`src/pkg/ledc_defs.svh`:
```
// constants of the led driver configuration block
`ifndef LEDC_DEFS_SVH
`define LEDC_DEFS_SVH
// ----------------------------------------
// reset values
// ----------------------------------------
`define LEDC_CFG0_RST 16'h0000
`define LEDC_CFG1_RST 16'h0040
`define LEDC_LAT_RST 16'h0000
`define LEDC_MASK_RST 16'h0000
// ----------------------------------------
// field positions
// ----------------------------------------
`define LEDC_CFG0_EN_BIT 0
`define LEDC_CFG0_SHORT_LO_BIT 8
`define LEDC_CFG0_SHORT_HI_BIT 9
`define LEDC_CFG0_RANGE_BIT 11
`define LEDC_CFG0_SLAVE_BIT 14
`define LEDC_TARGET_BIT 15
// ----------------------------------------
// dimming counter limits
// ----------------------------------------
`define LEDC_MAX_12 16'h0fff
`define LEDC_MAX_16 16'hffff
`endif

```
`src/pkg/ledc_pkg.sv`:
```
// types of the led driver configuration block
package ledc_pkg;
    // kind of word handed over by the serial framing
    typedef enum logic [1:0] {
        LEDC_WR_CONFIG,
        LEDC_WR_LATENCY,
        LEDC_WR_MASK
    } ledc_wr_kind_t;

    // dimming engine phases
    typedef enum logic [1:0] {
        LEDC_ST_WAIT,
        LEDC_ST_LAT,
        LEDC_ST_PWM
    } ledc_state_t;

    // decoded short detection threshold
    typedef enum logic [1:0] {
        LEDC_SHORT_OFF,
        LEDC_SHORT_3V4,
        LEDC_SHORT_6V8,
        LEDC_SHORT_8V4
    } ledc_short_t;

    // second configuration word, msb first
    typedef struct packed {
        logic config_target_select;
        logic status_stream_enable;
        logic sync_direction_select;
        logic update_sync_select;
        logic dim_phase_invert;
        logic brightness_width_select;
        logic frame_format_select;
        logic [1:0] latency_hi;
        logic gain_range_select;
        logic [5:0] current_gain_trim;
    } ledc_cfg1_t;
endpackage : ledc_pkg

```
`src/rtl/ledc_cfg_regs.sv`:
```
// configuration registers and dimming engine of the led driver
//
// Behaviour
// RULE1: gain trim bits 0-5, range bit 6 resets 1
// RULE2: bits 7-8 are latency bits 16-17
// RULE3: bit 9 selects word or long frame
// RULE4: bit 10 selects 12 or 16-bit width
// RULE5: bit 11 selects off or on phase first
// RULE6: sync 0 applies brightness at strobe fall
// RULE7: sync 1 applies brightness at cycle end
// RULE8: bit 13 sets sync pin output or input
// RULE9: bit 14 enables continuous status readback
// RULE10: word bit 15 picks config register
// RULE11: sync direction locked while chip enabled
// RULE12: threshold code off, 3.4, 6.8, 8.4 V
// RULE13: latency delay starts every dimming period
// RULE14: latency low register write-only, 16 bits
// RULE15: channel mask readable writable 16 bits
// RULE16: masked-off channel output kept off
// RULE17: host uses 16-bit width with 256-bit frame
// RULE18: status readback only in long frame format
// RULE19: masked-off channels report no fault
// RULE20: brightness staged in 256-bit holding buffer
// RULE21: 12-bit mode ignores upper four bits
// RULE22: latency sampled at each period start
`timescale 1ns/100ps
`include "ledc_defs.svh"

module ledc_cfg_regs
    import ledc_pkg::*;
#(
    parameter int CHANNELS = 16,
    parameter int LAT_W = 18
) (
    input wire logic core_clk_i,
    input wire logic sys_rst_i,
    input wire logic wr_valid_i,
    input wire ledc_wr_kind_t wr_kind_i,
    input wire logic [15:0] wr_data_i,
    input wire logic brt_wr_i,
    input wire logic [3:0] brt_idx_i,
    input wire logic [15:0] brt_data_i,
    input wire logic latch_strobe_i,
    input wire logic gs_tick_i,
    input wire logic dim_sync_pin_i,
    input wire logic [CHANNELS-1:0] fault_raw_i,
    output logic dim_sync_pin_o,
    output logic dim_sync_pin_oe_o,
    output logic [15:0] device_config_0_o,
    output ledc_cfg1_t device_config_1_o,
    output logic [15:0] channel_enable_mask_o,
    output logic [CHANNELS-1:0] channel_fault_status_o,
    output ledc_short_t short_threshold_o,
    output logic status_stream_active_o,
    output logic [CHANNELS*16-1:0] brightness_active_o,
    output logic [CHANNELS-1:0] channel_out_o,
    output logic cycle_end_o
);
    // ----------------------------------------
    // registers and internal state
    // ----------------------------------------
    logic [15:0] device_config_0;
    ledc_cfg1_t device_config_1;
    logic [15:0] dim_latency_low;
    logic [15:0] channel_enable_mask;
    logic [15:0] hold_buf [CHANNELS];
    logic [15:0] active_buf [CHANNELS];
    logic update_pending;
    logic [2:0] strobe_sync;
    logic [2:0] trig_sync;
    ledc_state_t state;
    logic [LAT_W-1:0] lat_cnt;
    logic [15:0] dim_cnt;
    logic sync_pulse;
    logic chip_enable;
    logic strobe_fall;
    logic trig_rise;
    logic [15:0] dim_max;
    logic [LAT_W-1:0] lat_full;
    logic period_end;
    logic period_start;
    logic apply_update;
    ledc_cfg1_t wr_cfg1;

    // mask brightness to the selected width
    function automatic logic [15:0] ledc_width_mask(input logic [15:0] value, input logic wide);
        ledc_width_mask = wide ? value : (value & `LEDC_MAX_12); // see RULE21
    endfunction : ledc_width_mask

    // ----------------------------------------
    // decoding
    // ----------------------------------------
    assign chip_enable = device_config_0[`LEDC_CFG0_EN_BIT];
    assign strobe_fall = strobe_sync[2] & ~strobe_sync[1];
    assign trig_rise = trig_sync[1] & ~trig_sync[2];
    assign wr_cfg1 = ledc_cfg1_t'(wr_data_i);
    // counter end follows the width bit
    assign dim_max = device_config_1.brightness_width_select ? `LEDC_MAX_16 : `LEDC_MAX_12; // see RULE4
    // 18-bit latency from both registers
    assign lat_full = {device_config_1.latency_hi, dim_latency_low}; // see RULE2
    assign period_end = gs_tick_i && (state == LEDC_ST_PWM) && (dim_cnt == dim_max);
    // new period on trigger in input mode, else right after the last one
    assign period_start = device_config_1.sync_direction_select
        ? (trig_rise && (state == LEDC_ST_WAIT)) // see RULE8
        : ((gs_tick_i && (state == LEDC_ST_WAIT)) || period_end);
    // buffer transfer moment depends on the sync bit
    assign apply_update = device_config_1.update_sync_select
        ? (period_end && (update_pending || strobe_fall)) // see RULE7
        : strobe_fall; // see RULE6

    // ----------------------------------------
    // pin synchronisers
    // ----------------------------------------
    // two flops before use, third for edge detection
    always_ff @(posedge core_clk_i) begin
        if (sys_rst_i) begin
            strobe_sync <= 3'h0;
            trig_sync <= 3'h0;
        end else begin
            strobe_sync <= {strobe_sync[1:0], latch_strobe_i};
            trig_sync <= {trig_sync[1:0], dim_sync_pin_i};
        end
    end

    // ----------------------------------------
    // configuration words
    // ----------------------------------------
    // first configuration word, guarded bits locked while enabled
    always_ff @(posedge core_clk_i) begin
        if (sys_rst_i) begin
            device_config_0 <= `LEDC_CFG0_RST;
        end else if (wr_valid_i && wr_kind_i == LEDC_WR_CONFIG && !wr_data_i[`LEDC_TARGET_BIT]) begin // see RULE10
            device_config_0 <= wr_data_i;
            if (chip_enable) begin
                device_config_0[`LEDC_CFG0_RANGE_BIT] <= device_config_0[`LEDC_CFG0_RANGE_BIT];
                device_config_0[`LEDC_CFG0_SLAVE_BIT] <= device_config_0[`LEDC_CFG0_SLAVE_BIT];
            end
        end
    end

    // second configuration word
    always_ff @(posedge core_clk_i) begin
        if (sys_rst_i) begin
            device_config_1 <= ledc_cfg1_t'(`LEDC_CFG1_RST); // see RULE1
        end else if (wr_valid_i && wr_kind_i == LEDC_WR_CONFIG && wr_data_i[`LEDC_TARGET_BIT]) begin // see RULE10
            device_config_1 <= wr_cfg1; // see RULE1
            if (chip_enable) begin
                device_config_1.sync_direction_select <= device_config_1.sync_direction_select; // see RULE11
            end
        end
    end

    // ----------------------------------------
    // latency and channel mask
    // ----------------------------------------
    // latency low word, never read back
    always_ff @(posedge core_clk_i) begin
        if (sys_rst_i) begin
            dim_latency_low <= `LEDC_LAT_RST;
        end else if (wr_valid_i && wr_kind_i == LEDC_WR_LATENCY) begin
            dim_latency_low <= wr_data_i; // see RULE14
        end
    end

    // channel enable mask
    always_ff @(posedge core_clk_i) begin
        if (sys_rst_i) begin
            channel_enable_mask <= `LEDC_MASK_RST;
        end else if (wr_valid_i && wr_kind_i == LEDC_WR_MASK) begin
            channel_enable_mask <= wr_data_i; // see RULE15
        end
    end

    // ----------------------------------------
    // brightness buffers
    // ----------------------------------------
    // holding buffer loaded word by word
    always_ff @(posedge core_clk_i) begin
        if (sys_rst_i) begin
            for (int i = 0; i < CHANNELS; i++) begin
                hold_buf[i] <= 16'h0000;
            end
        end else if (brt_wr_i) begin
            hold_buf[brt_idx_i] <= brt_data_i; // see RULE20
        end
    end

    // active registers fed only from the holding buffer
    always_ff @(posedge core_clk_i) begin
        if (sys_rst_i) begin
            for (int i = 0; i < CHANNELS; i++) begin
                active_buf[i] <= 16'h0000;
            end
        end else if (apply_update) begin
            for (int i = 0; i < CHANNELS; i++) begin
                active_buf[i] <= hold_buf[i]; // see RULE20
            end
        end
    end

    // deferred update flag, a strobe at cycle end is served at once
    always_ff @(posedge core_clk_i) begin
        if (sys_rst_i) begin
            update_pending <= 1'b0;
        end else if (!device_config_1.update_sync_select || period_end) begin
            update_pending <= 1'b0; // see RULE7
        end else if (strobe_fall) begin
            update_pending <= 1'b1;
        end
    end

    // ----------------------------------------
    // dimming engine
    // ----------------------------------------
    // latency phase then pwm phase, on grayscale ticks
    always_ff @(posedge core_clk_i) begin
        if (sys_rst_i) begin
            state <= LEDC_ST_WAIT;
            lat_cnt <= '0;
            dim_cnt <= 16'h0000;
        end else if (period_start) begin
            lat_cnt <= lat_full; // see RULE22
            dim_cnt <= 16'h0000;
            state <= (lat_full == '0) ? LEDC_ST_PWM : LEDC_ST_LAT; // see RULE13
        end else if (period_end) begin
            state <= LEDC_ST_WAIT;
        end else if (gs_tick_i) begin
            unique case (state)
                LEDC_ST_WAIT: begin
                    state <= LEDC_ST_WAIT;
                end
                LEDC_ST_LAT: begin
                    lat_cnt <= lat_cnt - 1'b1; // see RULE13
                    if (lat_cnt == LAT_W'(1)) begin
                        state <= LEDC_ST_PWM;
                    end
                end
                LEDC_ST_PWM: begin
                    dim_cnt <= dim_cnt + 16'h0001;
                end
            endcase
        end
    end

    // one-cycle pulse on the sync pin at each period start, in output mode only
    always_ff @(posedge core_clk_i) begin
        if (sys_rst_i) begin
            sync_pulse <= 1'b0;
        end else begin
            sync_pulse <= period_start && !device_config_1.sync_direction_select; // see RULE8
        end
    end

    // ----------------------------------------
    // channel outputs
    // ----------------------------------------
    genvar ch;
    generate
        for (ch = 0; ch < CHANNELS; ch++) begin : g_chan
            logic [15:0] level;
            logic [16:0] off_len;
            logic on_now;
            assign level = ledc_width_mask(active_buf[ch], device_config_1.brightness_width_select);
            assign off_len = {1'b0, dim_max} + 17'h00001 - {1'b0, level};
            // off phase first waits until only the on time is left
            assign on_now = device_config_1.dim_phase_invert
                ? ({1'b0, dim_cnt} < {1'b0, level}) // see RULE5
                : ({1'b0, dim_cnt} >= off_len); // see RULE5
            always_ff @(posedge core_clk_i) begin
                if (sys_rst_i) begin
                    channel_out_o[ch] <= 1'b0;
                end else begin
                    channel_out_o[ch] <= chip_enable && channel_enable_mask[ch]
                        && (state == LEDC_ST_PWM) && on_now; // see RULE16
                end
            end
            assign brightness_active_o[ch*16 +: 16] = active_buf[ch];
        end
    endgenerate

    // ----------------------------------------
    // status outputs
    // ----------------------------------------
    // fault bits of masked channels forced low
    always_ff @(posedge core_clk_i) begin
        if (sys_rst_i) begin
            channel_fault_status_o <= '0;
        end else begin
            channel_fault_status_o <= fault_raw_i & channel_enable_mask[CHANNELS-1:0]; // see RULE19
        end
    end

    // readback only with the enable bit and the long frame
    always_ff @(posedge core_clk_i) begin
        if (sys_rst_i) begin
            status_stream_active_o <= 1'b0;
        end else begin
            status_stream_active_o <= device_config_1.status_stream_enable // see RULE9
                && device_config_1.frame_format_select; // see RULE18
        end
    end

    // threshold code from the first configuration word
    always_ff @(posedge core_clk_i) begin
        if (sys_rst_i) begin
            short_threshold_o <= LEDC_SHORT_OFF;
        end else begin
            short_threshold_o <= ledc_short_t'({device_config_0[`LEDC_CFG0_SHORT_HI_BIT],
                device_config_0[`LEDC_CFG0_SHORT_LO_BIT]}); // see RULE12
        end
    end

    // register copies and pin drive
    assign device_config_0_o = device_config_0;
    assign device_config_1_o = device_config_1; // see RULE3
    assign channel_enable_mask_o = channel_enable_mask;
    assign dim_sync_pin_o = sync_pulse;
    assign dim_sync_pin_oe_o = !device_config_1.sync_direction_select;
    assign cycle_end_o = period_end;
endmodule : ledc_cfg_regs
```
`config.mk`:
```
export PLATFORM = sky130hd
export DESIGN_NAME = ledc_cfg_regs
export DESIGN_NICKNAME = d
export VERILOG_FILES = /design/src/pkg/ledc_pkg.sv /design/src/rtl/ledc_cfg_regs.sv
export VERILOG_INCLUDE_DIRS = /design/src /design/src/pkg
export SDC_FILE = /design/constraint.sdc
export NUM_CORES = 2
export LEC_CHECK = 0
export BUFFER_PORTS_ARGS = -buffer_cell sky130_fd_sc_hd__buf_2
export CAP_MARGIN = 40
export CORE_MARGIN = 3
export CORE_UTILIZATION = 40
export CTS_CLUSTER_DIAMETER = 60
export DETAILED_ROUTE_END_ITERATION = 8
export SLEW_MARGIN = 20
export SYNTH_ARGS = -nofsm -noshare
export SYNTH_HDL_FRONTEND = slang
export SYNTH_SLANG_ARGS = --single-unit
```
`constraint.sdc`:
```
create_clock -name core_clk_i -period 9.5 [get_ports core_clk_i]
set_clock_uncertainty 0.15 [all_clocks]
set_input_delay 1.9 -clock core_clk_i [delete_from_list [all_inputs] [get_ports core_clk_i]]
set_output_delay 1.9 -clock core_clk_i [all_outputs]
set_load 0.01 [all_outputs]
```
==> implementation parameters <==
Parameter                              Value

Run status
  Result of the run ... complete, no violations

Clock network
  Clock tree from TritonCTS ... built
  CTS Hold Buffers Added ... 0
  Number of gates resized after cts ... 0
  Clock insertion delay at the later pin of the skew report ... 630 ps
  Maximum level of the CTS H-tree ... 3
  Max clock buf depth ... 3
  Number of buffers created by CTS ... just under 80
  Master cell of the clock root buffer ... sky130_fd_sc_hd__clkbuf_16
  Clock-pin slew reported for the worst setup and hold paths after clock tree synthesis ... about 60 ps
  Post CTS Setup Buffer Count ... 0
  Clk sinks ... 655

Routing
  Routed wire length ... ~130 mm
  DR vias ... between 30k and 40k
  DR vias/cell ... about 5.4
  Residual DRC ... 0
  Total iterations of the first detailed-routing run ... 6
  Mean routed wirelength per cell ... ~23 um
  DRC violation total after the first TritonRoute iteration ... about 2.6k
  Number of nets with antenna violations after routing ... 0

Worst hold path
  Type of the most critical hold path ... reg -> reg
  Hold endpoint ... device_config_1_o[1]
  Worst Min Path Start ... device_config_1_o[1]
  Worst Hold Path Cells ... 2

Final layout
  Count of nets after finishing ... roughly 5k
  Layout-stage area growth over the synthesis result ... 15.7%
  Proportion of layout cells with a drive suffix above 1 ... 14.4%

Placed design
  Half-perimeter wire length of the detailed placement result ... roughly 89 mm
  Final weighted congestion of routability-driven global placement ... 0.899
  Setup WS pre-CTS ... 4370 ps
  Count of buffers inserted at the top-level ports ... about 400

Global routing
  Global routing met3 resource utilization ... under 10%
  Met1 Track Usage GR ... roughly a third
  Vias in the first global route ... slightly below 30k
  Global-route usage over all layers ... 24.3%
  Met2 usage in global routing ... slightly below 40%
  Largest net degree at the start of global routing ... between 150 and 200
  Number of antenna violations at the first check in global routing ... 17
  First-pass GRT wire length ... approximately 190 mm
  Highest-utilization routing layer at the global route stage ... met2
  Leftover overflow at the end of global routing ... 0

Floorplanning
  Standard-cell rows ... between 100 and 150
  Height of the die ... 322 um
  Number of I/O pins ... 403
  Area of the placeable core ... 98,900 um2
  Initial cell density of the core ... 40.5%
  Die W ... about 320 um
  Overall die area ... a little over 100,000 um2

STA
  Setup Viol. Count Final ... 0
  Number of hold-slack violations in the final timing report ... 0
  Number of max-slew violations in the final report ... 0
  Worst Max-Slew Pin Slew ... 895 ps
  Period Utilization, post-route ... 54.0%
  Smallest setup slack after layout ... 4370 ps
  Remaining max-slew budget at the tightest pin ... about two fifths
  Setup repair after global routing missed its margin ... no
  Final Critical Period ... 5130 ps
  Setup TNS after final layout ... 0 ps
  Max Clk Rate ... 195 MHz

Flow run
  Number of max-capacitance violations reported ... 0

Yosys
  Instance count of the mapped netlist ... ~4k
  Cell type with the largest total area after synthesis ... sky130_fd_sc_hd__edfxtp_1
  Post-synth ARST share ... 0%
  Most area-consuming cells after synthesis ... sky130_fd_sc_hd__edfxtp_1 (38%), sky130_fd_sc_hd__ha_1 (16%), sky130_fd_sc_hd__dfxtp_1 (7.2%)
  Average instance area after synthesis ... around 10 um2
  Number of storage elements in the synthesis netlist ... between 600 and 700
  Post-synthesis net count ... 4,478
  Count of flip-flops with a built-in enable after synthesis ... ~510
  Count of cell types in the netlist ... 77
  Mapped Area ... around 40,000 um2
  Syn. warnings ... 0
  Most repeated cell in the gate-level netlist after synthesis ... sky130_fd_sc_hd__ha_1
  Sequential cell area fraction in the yosys report ... 45.6%
  Yosys top cell area share ... between 30% and 40%
  Main synth FF type ... sky130_fd_sc_hd__edfxtp_1
  Synth cell count leaders ... sky130_fd_sc_hd__ha_1 (515), sky130_fd_sc_hd__edfxtp_1 (512), sky130_fd_sc_hd__and2_1 (420)

Worst setup path
  Number of buffer and inverter stages on the critical path ... 2
  Critical Path Slowest Stage Cell ... sky130_fd_sc_hd__dfxtp_2
  Data required time of the critical path ... about 7500 ps
  Delay-heaviest family, CP ... simple AND/OR/NAND/NOR gates
  Crit path top cell by count ... sky130_fd_sc_hd__and3_1
  Crit path max fanout ... 20
  Crit Reg-Reg Startpoint ... dim_cnt[3]
  Worst path arrival time ... roughly 3000 ps
  Element type at the critical path end ... output pin
  Critical path class ... reg -> out
  Crit Reg-Reg Endpoint ... active_buf[8][5]
  R2r setup slk ... between 5000 and 6000 ps
  Count of cell instances traversed by the critical path ... 5
  Register-to-Register Path Depth ... 8
  Critical path's largest stage delay ... a little under 900 ps
  Crit start category ... flip-flop
  Critical Path, Cell by Cell ... buf_4 -> and3_1 -> and3_1 -> and3_1 -> buf_2

Power and ir drop
  VDD IR max ... 0.110 mV
  Leakage power figure ... 19.7 nW
  Cell area power density ... 151 nW/um2
[sequential cells by signal, indices dropped and copies added (netlist names), 2 cells and up]
name	count
dim_cnt	16
dim_latency_low	16
hold_buf	256
trig_sync	3
lat_cnt	18
active_buf	256
device_config_1_o	16
channel_fault_status_o	16
device_config_0_o	16
strobe_sync	3
state	2
channel_enable_mask_o	16
short_threshold_o	2
channel_out_o	16
[logic make-up after synthesis]
| logic type | synth area share, % |
|---|---|
| AND/OR/NAND/NOR | 21.6 |
| flip-flops | 45.6 |
| AO/OA/AOI/OAI | 8.83 |
| adder cells (fa/ha/maj) | 16.1 |
| buffers and inverters | 3.28 |
| XOR/XNOR | 4.62 |
| multiplexers | 0.0250 |
[worst max-delay path by stage]
| stage | start | endpoint | slack, ps |
|---|---|---|---|
| after global placement | gs_tick_i | active_buf[8][10] | 4050 |
| after CTS | dim_cnt[3] | cycle_end_o | 4320 |
| after global routing | dim_cnt[3] | cycle_end_o | 4250 |
| final | dim_cnt[3] | cycle_end_o | 4370 |
| after detailed placement | gs_tick_i | active_buf[8][5] | 4370 |
| after floorplan | sys_rst_i | active_buf[0][0] | 2800 |
[where the power goes]
group	internal [mW]	switching, mW
Clock	1.74	1.21
Combinational	0.244	0.424
Sequential	3.23	0.121
Total	5.22	1.76
[metrics by stage]
step                      instances  hold WS [ps]  cell area [um2]  utilization [%]  total power [mW]
after floorplan                3902           264            40000                -              3.80
after global placement         5507           287            43500             44.0              4.06
after detailed placement       5518           283            43700             44.2              4.08
after CTS                      5658           303            46200             46.8              7.04
after global routing           5666           311            46300             46.9              7.24
final                          5668           304            46300             46.9              6.98
[routing by layer]
metal	vias up	wire length (um)
li1	14800	-
met1	14600	54300
met2	1052	58900
met3	265	9820
met4	0	5720
met5	-	0
[cell usage in the layout (no fill, tap or decap), types with 83 or more instances in the layout]
cell type                    n
sky130_fd_sc_hd__and2_1    420
sky130_fd_sc_hd__inv_1     224
sky130_fd_sc_hd__nor2b_1   167
sky130_fd_sc_hd__o21ai_0   118
sky130_fd_sc_hd__nor2_1    190
sky130_fd_sc_hd__nand2_1   349
sky130_fd_sc_hd__buf_2     401
sky130_fd_sc_hd__a21oi_1   205
sky130_fd_sc_hd__ha_1      515
sky130_fd_sc_hd__xnor2_1   175
sky130_fd_sc_hd__edfxtp_1  512
sky130_fd_sc_hd__dfxtp_1   126
sky130_fd_sc_hd__nand3_1    83
sky130_fd_sc_hd__nor3_1     94
[area by class of cell]
| class | instances | area [um2] |
|---|---|---|
| sequential | 655 | 18300 |
| inverter | 224 | 841 |
| tap | 1287 | 1610 |
| timing repair buffer | 456 | 2550 |
| fill | 9154 | 52500 |
| antenna | 2 | 5.00 |
| clock buffer | 106 | 2190 |
| clock inverter | 34 | 359 |
| multi-input combinational | 2904 | 20500 |
[worst min-delay path, delay by kind of cell (launching register included)]
| family | cells | cell delay, ps |
|---|---|---|
| AND/OR/NAND/NOR | 1 | 50 |
| flip-flops | 1 | 310 |
| AO/OA/AOI/OAI | 1 | 50 |
No activity file was read; power rests on OpenSTA's default activity.
